### src/rtl/flash_host_pkg.sv
// package: constants, types and rule overview for the parallel flash host controller
// Overview of operation
// - read: chip select, output enable low
// - write: write enable, chip select low
// - bypass program uses two write cycles
// - wait chip-select access after standby
package flash_host_pkg;

   // *****************************************
   // widths
   // *****************************************
   localparam int ADDR_W = 21;          // byte address width
   localparam int DATA_W = 8;           // data bus width

   // *****************************************
   // timing, in ns, and derived cycle counts
   // *****************************************
   localparam int CLK_NS       = 20;    // clock period
   localparam int ACC_NS       = 70;    // address access time, default speed grade
   localparam int CE_ACC_NS    = 70;    // chip-select access time
   localparam int WP_NS        = 35;    // write pulse width
   localparam int WPH_NS       = 30;    // write pulse high time
   localparam int RP_NS        = 500;   // reset pulse width
   localparam int RH_NS        = 50;    // reset high before read
   localparam int ACC_CYC      = (ACC_NS + CLK_NS - 1) / CLK_NS;
   localparam int CE_ACC_CYC   = (CE_ACC_NS + CLK_NS - 1) / CLK_NS;
   localparam int WP_CYC       = (WP_NS + CLK_NS - 1) / CLK_NS;
   localparam int WPH_CYC      = (WPH_NS + CLK_NS - 1) / CLK_NS;
   localparam int RP_CYC       = (RP_NS + CLK_NS - 1) / CLK_NS;
   localparam int RH_CYC       = (RH_NS + CLK_NS - 1) / CLK_NS;
   localparam int CNT_W        = 8;     // phase counter width

   // *****************************************
   // command cycle constants
   // *****************************************
   localparam logic [ADDR_W-1:0] UNLOCK_ADDR1 = 21'h000AAA; // first unlock address
   localparam logic [ADDR_W-1:0] UNLOCK_ADDR2 = 21'h000555; // second unlock address
   localparam logic [DATA_W-1:0] UNLOCK_DATA1 = 8'hAA;
   localparam logic [DATA_W-1:0] UNLOCK_DATA2 = 8'h55;
   localparam logic [DATA_W-1:0] CMD_PROGRAM  = 8'hA0;
   localparam logic [DATA_W-1:0] CMD_ERASE    = 8'h80;
   localparam logic [DATA_W-1:0] CMD_CHIP_ER  = 8'h10;
   localparam logic [DATA_W-1:0] CMD_SECT_ER  = 8'h30;
   localparam logic [DATA_W-1:0] CMD_AUTOSEL  = 8'h90;
   localparam logic [DATA_W-1:0] CMD_BYPASS   = 8'h20;
   localparam logic [DATA_W-1:0] CMD_BYP_EX1  = 8'h90;
   localparam logic [DATA_W-1:0] CMD_BYP_EX2  = 8'h00;
   localparam logic [DATA_W-1:0] CMD_RESET    = 8'hF0;

   // *****************************************
   // host request kinds
   // *****************************************
   typedef enum logic [2:0] {
      OP_READ,        // one read cycle
      OP_WRITE,       // one raw write cycle
      OP_PROGRAM,     // full program sequence
      OP_SECT_ERASE,  // sector erase, more sectors may follow
      OP_CHIP_ERASE,  // whole array erase
      OP_AUTOSELECT,  // enter identification mode
      OP_BYPASS,      // enter or leave unlock bypass
      OP_RESET_PIN    // pulse the reset pin
   } op_t;

   // request carried in one struct
   typedef struct packed {
      op_t               op;
      logic [ADDR_W-1:0] addr;
      logic [DATA_W-1:0] data;
   } req_t;

   // flash pin bundle driven by the host
   typedef struct packed {
      logic              ce_n;
      logic              oe_n;
      logic              we_n;
      logic              reset_n;
      logic [ADDR_W-1:0] byte_address;
      logic [DATA_W-1:0] data_bus_out;
      logic              data_bus_oe;
   } pins_t;

endpackage

### src/rtl/flash_bus_cycle.sv
// module: one timed bus cycle on the flash pins (read, write or reset pulse)
`timescale 1ns/1ps
module flash_bus_cycle (
   input  wire logic                                clk_i,
   input  wire logic                                rst_i,
   input  wire logic                                start_i,     // launch one cycle
   input  wire logic [1:0]                          kind_i,      // 0 read 1 write 2 reset
   input  wire logic [flash_host_pkg::ADDR_W-1:0]   addr_i,
   input  wire logic [flash_host_pkg::DATA_W-1:0]   data_i,
   input  wire logic [flash_host_pkg::DATA_W-1:0]   data_in_i,   // synchronised data bus
   input  wire logic                                standby_i,   // chip was deselected
   output flash_host_pkg::pins_t                    pins_o,
   output logic [flash_host_pkg::DATA_W-1:0]        rdata_o,
   output logic                                     done_o
);

   // *****************************************
   // phase machine
   // *****************************************
   typedef enum logic [1:0] {CY_IDLE, CY_ACT, CY_REC} cy_state_t;

   cy_state_t                               state_reg, state_next;   // phase
   logic [flash_host_pkg::CNT_W-1:0]        cnt_reg, cnt_next;       // phase counter
   logic [1:0]                              kind_reg;                // latched kind
   flash_host_pkg::pins_t                   pins_reg, pins_next;     // registered pins
   logic [flash_host_pkg::DATA_W-1:0]       rdata_reg;               // captured read data
   logic                                    done_reg;                // completion pulse

   // named decodes
   wire  is_rd  = (kind_i == 2'h0);
   wire  is_wr  = (kind_i == 2'h1);
   wire  k_rd   = (kind_reg == 2'h0);
   wire  k_wr   = (kind_reg == 2'h1);
   wire  cnt_z  = (cnt_reg == '0);
   // read wait: chip-select access after standby, else address access, plus sync delay
   wire  [flash_host_pkg::CNT_W-1:0] rd_wait = standby_i ?
         flash_host_pkg::CNT_W'(flash_host_pkg::CE_ACC_CYC + 2) :
         flash_host_pkg::CNT_W'(flash_host_pkg::ACC_CYC + 2);
   wire  [flash_host_pkg::CNT_W-1:0] act_len = is_rd ? rd_wait :
         (is_wr ? flash_host_pkg::CNT_W'(flash_host_pkg::WP_CYC) :
                  flash_host_pkg::CNT_W'(flash_host_pkg::RP_CYC));
   wire  [flash_host_pkg::CNT_W-1:0] rec_len = k_wr ?
         flash_host_pkg::CNT_W'(flash_host_pkg::WPH_CYC) :
         (k_rd ? flash_host_pkg::CNT_W'(1) : flash_host_pkg::CNT_W'(flash_host_pkg::RH_CYC));

   // next-state and pin logic
   always_comb begin
      state_next = state_reg;
      cnt_next   = cnt_z ? cnt_reg : cnt_reg - 1'b1;
      pins_next  = pins_reg;
      case (state_reg)
         CY_IDLE: begin
            if (start_i) begin
               state_next              = CY_ACT;
               cnt_next                = act_len;
               pins_next.byte_address  = addr_i;
               pins_next.data_bus_out  = data_i;
               pins_next.ce_n          = is_rd | is_wr ? 1'b0 : 1'b1;
               pins_next.oe_n          = ~is_rd;
               pins_next.we_n          = ~is_wr;
               pins_next.data_bus_oe   = is_wr;
               pins_next.reset_n       = is_rd | is_wr;
            end
         end
         CY_ACT: begin
            if (cnt_z) begin
               // address taken on falling edge, data on rising edge
               state_next        = CY_REC;
               cnt_next          = rec_len;
               pins_next.ce_n    = 1'b1;
               pins_next.oe_n    = 1'b1;
               pins_next.we_n    = 1'b1;
               pins_next.reset_n = 1'b1;
            end
         end
         CY_REC: begin
            pins_next.data_bus_oe = 1'b0;                 // hold data one cycle past rise
            if (cnt_z) begin
               state_next = CY_IDLE;
            end
         end
         default: state_next = CY_IDLE;
      endcase
   end

   // registers
   always_ff @(posedge clk_i) begin
      if (rst_i) begin
         state_reg <= CY_IDLE;
         cnt_reg   <= '0;
         kind_reg  <= 2'h0;
         pins_reg  <= '{ce_n: 1'b1, oe_n: 1'b1, we_n: 1'b1, reset_n: 1'b1,
                        byte_address: '0, data_bus_out: '0, data_bus_oe: 1'b0};
         rdata_reg <= '0;
         done_reg  <= 1'b0;
      end else begin
         state_reg <= state_next;
         cnt_reg   <= cnt_next;
         pins_reg  <= pins_next;
         if (state_reg == CY_IDLE && start_i) begin
            kind_reg <= kind_i;
         end
         if (state_reg == CY_ACT && cnt_z && k_rd) begin
            rdata_reg <= data_in_i;
         end
         done_reg <= (state_reg == CY_REC) && cnt_z;
      end
   end

   assign pins_o  = pins_reg;
   assign rdata_o = rdata_reg;
   assign done_o  = done_reg;

endmodule

### src/rtl/flash_host.sv
// module: host controller issuing reads, commands and sequences to a parallel flash
`timescale 1ns/1ps
module flash_host (
   input  wire logic                                clk_i,
   input  wire logic                                rst_i,
   // user request side
   input  wire logic                                req_valid_i,  // request strobe
   output logic                                     req_ready_o,  // idle, may take request
   input  wire flash_host_pkg::req_t                req_i,        // kind, address, data
   output logic                                     rsp_valid_o,  // one-cycle completion
   output logic [flash_host_pkg::DATA_W-1:0]        rsp_data_o,   // read data
   output logic                                     bypass_o,     // bypass mode active
   output logic                                     busy_o,       // device busy, synced
   // flash pins
   output logic                                     ce_n_o,
   output logic                                     oe_n_o,
   output logic                                     we_n_o,
   output logic                                     reset_n_o,
   output logic [flash_host_pkg::ADDR_W-1:0]        byte_address_o,
   output logic [flash_host_pkg::DATA_W-1:0]        data_bus_o,
   output logic                                     data_bus_oe_o,
   input  wire logic [flash_host_pkg::DATA_W-1:0]   data_bus_i,
   input  wire logic                                ready_busy_out_i
);

   // *****************************************
   // pin synchronisers
   // *****************************************
   logic [flash_host_pkg::DATA_W-1:0] dq_s1_reg, dq_s2_reg;   // data bus sync
   logic                              rb_s1_reg, rb_s2_reg;   // ready/busy sync

   // two-flop sync of device inputs
   always_ff @(posedge clk_i) begin
      if (rst_i) begin
         dq_s1_reg <= '0;
         dq_s2_reg <= '0;
         rb_s1_reg <= 1'b1;
         rb_s2_reg <= 1'b1;
      end else begin
         dq_s1_reg <= data_bus_i;
         dq_s2_reg <= dq_s1_reg;
         rb_s1_reg <= ready_busy_out_i;
         rb_s2_reg <= rb_s1_reg;
      end
   end

   // *****************************************
   // sequencer
   // *****************************************
   typedef enum logic [1:0] {SQ_IDLE, SQ_ISSUE, SQ_WAIT, SQ_DONE} sq_state_t;

   sq_state_t                           sq_reg, sq_next;        // sequencer state
   flash_host_pkg::req_t                req_reg;                // latched request
   logic [2:0]                          step_reg, step_next;    // cycle within sequence
   logic                                bypass_reg, bypass_next;// bypass mode flag
   logic                                standby_reg;            // chip idle since last cycle
   logic [flash_host_pkg::DATA_W-1:0]   rsp_data_reg;           // returned data
   logic                                rsp_valid_reg;          // completion pulse

   // per-step cycle descriptor
   logic [1:0]                          cy_kind;                // 0 read 1 write 2 reset
   logic [flash_host_pkg::ADDR_W-1:0]   cy_addr;
   logic [flash_host_pkg::DATA_W-1:0]   cy_data;
   logic [2:0]                          cy_last;                // index of final step
   logic                                cy_start;
   logic                                cy_done;
   logic [flash_host_pkg::DATA_W-1:0]   cy_rdata;
   flash_host_pkg::pins_t               pins;

   // named decodes
   wire  take      = req_valid_i & (sq_reg == SQ_IDLE);
   wire  dev_busy  = ~rb_s2_reg;
   wire  bp_prog   = bypass_reg & (req_reg.op == flash_host_pkg::OP_PROGRAM);
   wire  bp_leave  = bypass_reg & (req_reg.op == flash_host_pkg::OP_BYPASS);
   wire  last_step = (step_reg == cy_last);

   // step table for each sequence
   always_comb begin
      cy_kind = 2'h1;
      cy_addr = flash_host_pkg::UNLOCK_ADDR1;
      cy_data = flash_host_pkg::UNLOCK_DATA1;
      cy_last = 3'h2;
      case (req_reg.op)
         flash_host_pkg::OP_READ: begin
            // array, identification or status data, all plain reads
            cy_kind = 2'h0;
            cy_addr = req_reg.addr;
            cy_last = 3'h0;
         end
         flash_host_pkg::OP_WRITE: begin
            cy_addr = req_reg.addr;
            cy_data = req_reg.data;
            cy_last = 3'h0;
         end
         flash_host_pkg::OP_RESET_PIN: begin
            cy_kind = 2'h2;
            cy_last = 3'h0;
         end
         default: begin
            // sequences: two unlock cycles, command, then extras; bypass program and exit are two bare cycles
            cy_last = (req_reg.op == flash_host_pkg::OP_PROGRAM) ? 3'h3 :
                      (req_reg.op == flash_host_pkg::OP_AUTOSELECT ||
                       req_reg.op == flash_host_pkg::OP_BYPASS) ? 3'h2 : 3'h5;
            if (bp_prog || bp_leave) begin
               cy_last = 3'h1;
            end
            case (step_reg)
               3'h0: begin
                  if (bp_prog) begin
                     cy_data = flash_host_pkg::CMD_PROGRAM;
                  end else if (bp_leave) begin
                     cy_data = flash_host_pkg::CMD_BYP_EX1;
                  end
               end
               3'h1: begin
                  cy_addr = flash_host_pkg::UNLOCK_ADDR2;
                  cy_data = flash_host_pkg::UNLOCK_DATA2;
                  if (bp_prog) begin
                     cy_addr = req_reg.addr;
                     cy_data = req_reg.data;
                  end else if (bp_leave) begin
                     cy_data = flash_host_pkg::CMD_BYP_EX2;
                  end
               end
               3'h2: begin
                  case (req_reg.op)
                     flash_host_pkg::OP_PROGRAM:    cy_data = flash_host_pkg::CMD_PROGRAM;
                     flash_host_pkg::OP_AUTOSELECT: cy_data = flash_host_pkg::CMD_AUTOSEL;
                     flash_host_pkg::OP_BYPASS:     cy_data = flash_host_pkg::CMD_BYPASS;
                     default:                       cy_data = flash_host_pkg::CMD_ERASE;
                  endcase
               end
               3'h3: begin
                  if (req_reg.op == flash_host_pkg::OP_PROGRAM) begin
                     cy_addr = req_reg.addr;
                     cy_data = req_reg.data;
                  end
               end
               3'h4: begin
                  cy_addr = flash_host_pkg::UNLOCK_ADDR2;
                  cy_data = flash_host_pkg::UNLOCK_DATA2;
               end
               default: begin
                  // sector address picks the sector, else whole array
                  if (req_reg.op == flash_host_pkg::OP_SECT_ERASE) begin
                     cy_addr = req_reg.addr;
                     cy_data = flash_host_pkg::CMD_SECT_ER;
                  end else begin
                     cy_data = flash_host_pkg::CMD_CHIP_ER;
                  end
               end
            endcase
         end
      endcase
   end

   assign cy_start = (sq_reg == SQ_ISSUE);

   // sequencer next state
   always_comb begin
      sq_next     = sq_reg;
      step_next   = step_reg;
      bypass_next = bypass_reg;
      case (sq_reg)
         SQ_IDLE: begin
            if (take) begin
               sq_next   = SQ_ISSUE;
               step_next = 3'h0;
            end
         end
         SQ_ISSUE: sq_next = SQ_WAIT;
         SQ_WAIT: begin
            if (cy_done) begin
               if (last_step) begin
                  sq_next = SQ_DONE;
                  if (req_reg.op == flash_host_pkg::OP_BYPASS) begin
                     bypass_next = ~bypass_reg;
                  end
                  if (req_reg.op == flash_host_pkg::OP_RESET_PIN) begin
                     bypass_next = 1'b0;
                  end
               end else begin
                  sq_next   = SQ_ISSUE;
                  step_next = step_reg + 3'h1;
               end
            end
         end
         SQ_DONE: sq_next = SQ_IDLE;
         default: sq_next = SQ_IDLE;
      endcase
   end

   // sequencer registers
   always_ff @(posedge clk_i) begin
      if (rst_i) begin
         sq_reg        <= SQ_IDLE;
         req_reg       <= '0;
         step_reg      <= 3'h0;
         bypass_reg    <= 1'b0;
         standby_reg   <= 1'b1;
         rsp_data_reg  <= '0;
         rsp_valid_reg <= 1'b0;
      end else begin
         sq_reg        <= sq_next;
         step_reg      <= step_next;
         bypass_reg    <= bypass_next;
         rsp_valid_reg <= (sq_reg == SQ_WAIT) && cy_done && last_step;
         if (take) begin
            req_reg <= req_i;
         end
         // any cycle ends with chip deselected, so next read pays select time
         if (cy_start | cy_done) begin
            standby_reg <= cy_done;
         end
         if (cy_done && cy_kind == 2'h0) begin
            rsp_data_reg <= cy_rdata;
         end
      end
   end

   // *****************************************
   // bus cycle engine
   // *****************************************
   flash_bus_cycle u_cycle (
      .clk_i     (clk_i),
      .rst_i     (rst_i),
      .start_i   (cy_start),
      .kind_i    (cy_kind),
      .addr_i    (cy_addr),
      .data_i    (cy_data),
      .data_in_i (dq_s2_reg),
      .standby_i (standby_reg),
      .pins_o    (pins),
      .rdata_o   (cy_rdata),
      .done_o    (cy_done)
   );

   // outputs
   assign req_ready_o    = (sq_reg == SQ_IDLE);
   assign rsp_valid_o    = rsp_valid_reg;
   assign rsp_data_o     = rsp_data_reg;
   assign bypass_o       = bypass_reg;
   assign busy_o         = dev_busy;
   assign ce_n_o         = pins.ce_n;
   assign oe_n_o         = pins.oe_n;
   assign we_n_o         = pins.we_n;
   assign reset_n_o      = pins.reset_n;
   assign byte_address_o = pins.byte_address;
   assign data_bus_o     = pins.data_bus_out;
   assign data_bus_oe_o  = pins.data_bus_oe;

endmodule

### config.mk
export PLATFORM = sky130hd
export DESIGN_NAME = flash_host
export DESIGN_NICKNAME = d
export VERILOG_FILES = /design/src/rtl/flash_host_pkg.sv /design/src/rtl/flash_bus_cycle.sv /design/src/rtl/flash_host.sv
export SDC_FILE = /design/constraint.sdc
export NUM_CORES = 1
export LEC_CHECK = 0
export BUFFER_PORTS_ARGS = -buffer_cell sky130_fd_sc_hd__buf_2
export CAP_MARGIN = 25
export CORE_ASPECT_RATIO = 0.5
export CORE_MARGIN = 5
export CORE_UTILIZATION = 55
export CTS_BUF_LIST = sky130_fd_sc_hd__clkbuf_16
export DETAILED_ROUTE_END_ITERATION = 16
export GPL_TIMING_DRIVEN = 0
export PLACE_DENSITY_LB_ADDON = 0.12
export SYNTH_ARGS = -nofsm -noshare
export SYNTH_HDL_FRONTEND = slang
export SYNTH_SLANG_ARGS = --single-unit
### constraint.sdc
create_clock -name clk_i -period 6.65 [get_ports clk_i]
set_clock_uncertainty 0.2 [all_clocks]
set_input_delay 0.3325 -clock clk_i [delete_from_list [all_inputs] [get_ports clk_i]]
set_output_delay 0.3325 -clock clk_i [all_outputs]
set_load 0.1 [all_outputs]
==> impl_metrics.tcl <==
set metrics [dict create \
    status "complete, no violations" \
    finalSetupViolCount 0 \
    stdcell_area_sq_um 6670 \
    path_buf_inv 1 \
    whs_path_depth 4 \
    drv_cap 0 \
    insertion_delay_ps 420 \
    cp-start-kind "register" \
    slew_headroom_pct 48.9 \
    yosys.area.top_type_share_pct 47.5 \
    tightest_slew_ps 755 \
    grt_pass1_wl_um 23900 \
    cpMaxStageDelayCell "a21oi_1" \
    min_path_type "primary input to register" \
    row_count 24 \
    multi_input_area_sq_um 2460 \
    postPlaceCellArea_sq_um 5650 \
    numCtsBuffers 17 \
    endpoint_kind "register" \
    start_util_pct 57.3 \
    track_usage_pct 26.2 \
    min_from "req_valid_i" \
    seq_area_sq_um 2400 \
    synthFlopType "dfxtp_1" \
    place_inst 817 \
    grt_pass1_vias 4687 \
    clock_path_buffers 2 \
    cts_sinks 120 \
    cp_max_fo 8 \
    critPathLaunch "step_reg[0]" \
    netlist_area_sq_um 5060 \
    num-fill-cells 671 \
    fin_setup_tns_ps 0 \
    r2r_start "step_reg[0]" \
    max_clock_freq_mhz 345 \
    hold_viol 0 \
    detail_route.wl_per_cell_um 16.8 \
    synth.most_common_cell "dfxtp_1" \
    h-tree-depth 4 \
    synth_warnings 0 \
    dr.max_layer_used "met4" \
    synth-seq-cells 120 \
    die_height_um 77.8 \
    grt_overflow 0 \
    cp_cell_sequence "inv_1 -> ha_1 -> or3_1 -> a21oi_1 -> nor3_1 -> o21ai_1 -> o21ai_0" \
    synth_area_per_cell_sq_um 8.29 \
    dr.pass1.iters 6 \
    hold_end "req_reg[12]" \
    clk_pin_slew_ps 60 \
    areaGrowthSynthToFinish_pct 31.8 \
    syn-num-nets 662 \
    ys_top_cells_by_area "dfxtp_1, nand2_1, a21oi_1" \
    syn_inst 611 \
    drcViolationCount 0 \
    cp_top_family "compound AO/OA/AOI/OAI gates" \
    vias 4983 \
    cp_data_required_time_ps 6720 \
    setup_slack_ps 3750 \
    synth_edf_count 0 \
    antenna_found_initial 0 \
    yosysSeqAreaShare_pct 47.5 \
    period_share_pct 43.6 \
    async_flop_share_pct 0 \
    dp_hpwl_um 9800 \
    ctsResizeCount 0 \
    post-place-ws_ps 3890 \
    drt-met1-wl_um 6620 \
    slew_viol_final 0 \
    cts_tree "yes" \
    vias_per_cell 5.59 \
    met2_length_um 6780 \
    p_per_area_nw_per_um2 352 \
    numPortBuffers 89 \
    largest_reg_flops 34 \
    drt-total-wl_um 15000 \
    yosysTopAreaCell "dfxtp_1" \
    fin_crit_ps 2900 \
    nets 811 \
    root_buffer "clkbuf_16" \
    worst-path-stages 7 \
    ir_drop_mv 0.242 \
    path_class "register to register" \
    cpPeakStageDelay_ps 530 \
    route.met3.wl_um 1190 \
    rsz0062_at_grt "false" \
    reg2reg_slack_ps 3750 \
    die_w_um 146 \
    r2r_cells 7 \
    die_area_sq_um 11300 \
    synth_common_cells "dfxtp_1, nand2_1, a21oi_1, nor2_1, clkbuf_1" \
    leakagePower_nw 2.77 \
    drt.antenna.violating_nets 0 \
    ys_types 53 \
    fin_cells 891 \
    reg2reg_to "u_cycle.pins_o[27]" \
    grt_max_degree 17 \
    drive_above_1_share_pct 18.4 \
    gp_congestion 0.956 \
    io_pins 90 \
    core_area_sq_um 8830 \
    drt-initial-drc-count 516 \
    cp.arrival_ps 2970 \
]
## power by group
| group | internal (mW) | switching (mW) | total [mW] |
|---|---|---|---|
| clock network | 0.569 | 0.384 | 0.953 |
| logic | 0.177 | 0.384 | 0.561 |
| registers | 0.785 | 0.0511 | 0.836 |
| total | 1.53 | 0.819 | 2.35 |
## worst max-delay path by stage
stage	end	slack (ps)
after detailed placement	u_cycle.pins_o[21]	3890
after CTS	u_cycle.pins_o[29]	3870
after global routing	u_cycle.pins_o[25]	3590
after floorplan	req_reg[11]	3860
final	u_cycle.pins_o[27]	3750
after global placement	u_cycle.pins_o[21]	3840
## per-stage QoR
stage | util, % | hold slack, ps | power (mW)
after CTS | 75.6 | 117 | 2.35
after global routing | 75.6 | 155 | 2.44
after global placement | 64.0 | 192 | 1.37
after detailed placement | 64.0 | 198 | 1.38
final | 75.6 | 124 | 2.35
after floorplan | - | 189 | 1.26
## layer usage
layer  vias up  GRT usage (%)
met5         -              0
met3        42           5.88
li1       2405              -
met1      2295           34.5
met2       241           42.5
met4         0           9.87
## kinds of logic (layout without fill, tap and decap cells)
kind of cell	after synthesis	in the layout	share of synthesized area, %
simple gates	263	263	25.3
compound gates	146	146	17.1
flops	120	120	47.5
buf+inv	52	214	3.98
mux	14	14	2.89
xor+xnor	9	9	1.56
fa+ha+maj	7	7	1.73
other cells	0	1	0
## cells in the final DEF (no fill, tap or decap), types with 3 or more instances in the layout
master,count
nand3_1,5
nand3b_1,10
a21oi_1,65
nand2b_1,18
a31oi_1,10
inv_1,10
dlygate4sd3_1,41
nand4_1,4
a211oi_1,12
or2_2,5
nand2_1,105
a32oi_1,5
o211ai_1,6
inv_8,5
o22ai_1,5
buf_2,94
o21ai_0,22
o21ai_1,4
inv_6,5
clkbuf_16,17
or3_1,5
clkbuf_1,36
nor3_1,14
nor3b_1,4
mux2_2,5
nor4b_1,3
nor2_1,54
nor2b_1,23
mux2i_1,9
xnor2_1,7
o21bai_1,5
dfxtp_1,120
ha_1,7
## worst min-delay path, stage by stage
cell,delay (ps)
buf_2,100
nand2_1,110
nand2_1,90
a21oi_1,50
## area by class of cell
| class | count | area share (%) |
|---|---|---|
| Antenna cell | 1 | 0.0375 |
| Buffer | 41 | 2.40 |
| Clock buffer | 17 | 6.38 |
| Clock inverter | 15 | 2.70 |
| Inverter | 11 | 0.619 |
| Multi-Input combinational cell | 439 | 36.8 |
| Sequential cell | 120 | 36.0 |
| Tap cell | 117 | 2.19 |
| Timing Repair Buffer | 130 | 12.8 |
## timing repair
action / 4_1_cts / 5_1_grt
buffers inserted: 0 / 0
endpoints found under the hold margin: 41 / 0
hold buffers: 41 / 0
No activity file was read; power rests on OpenSTA's default activity.
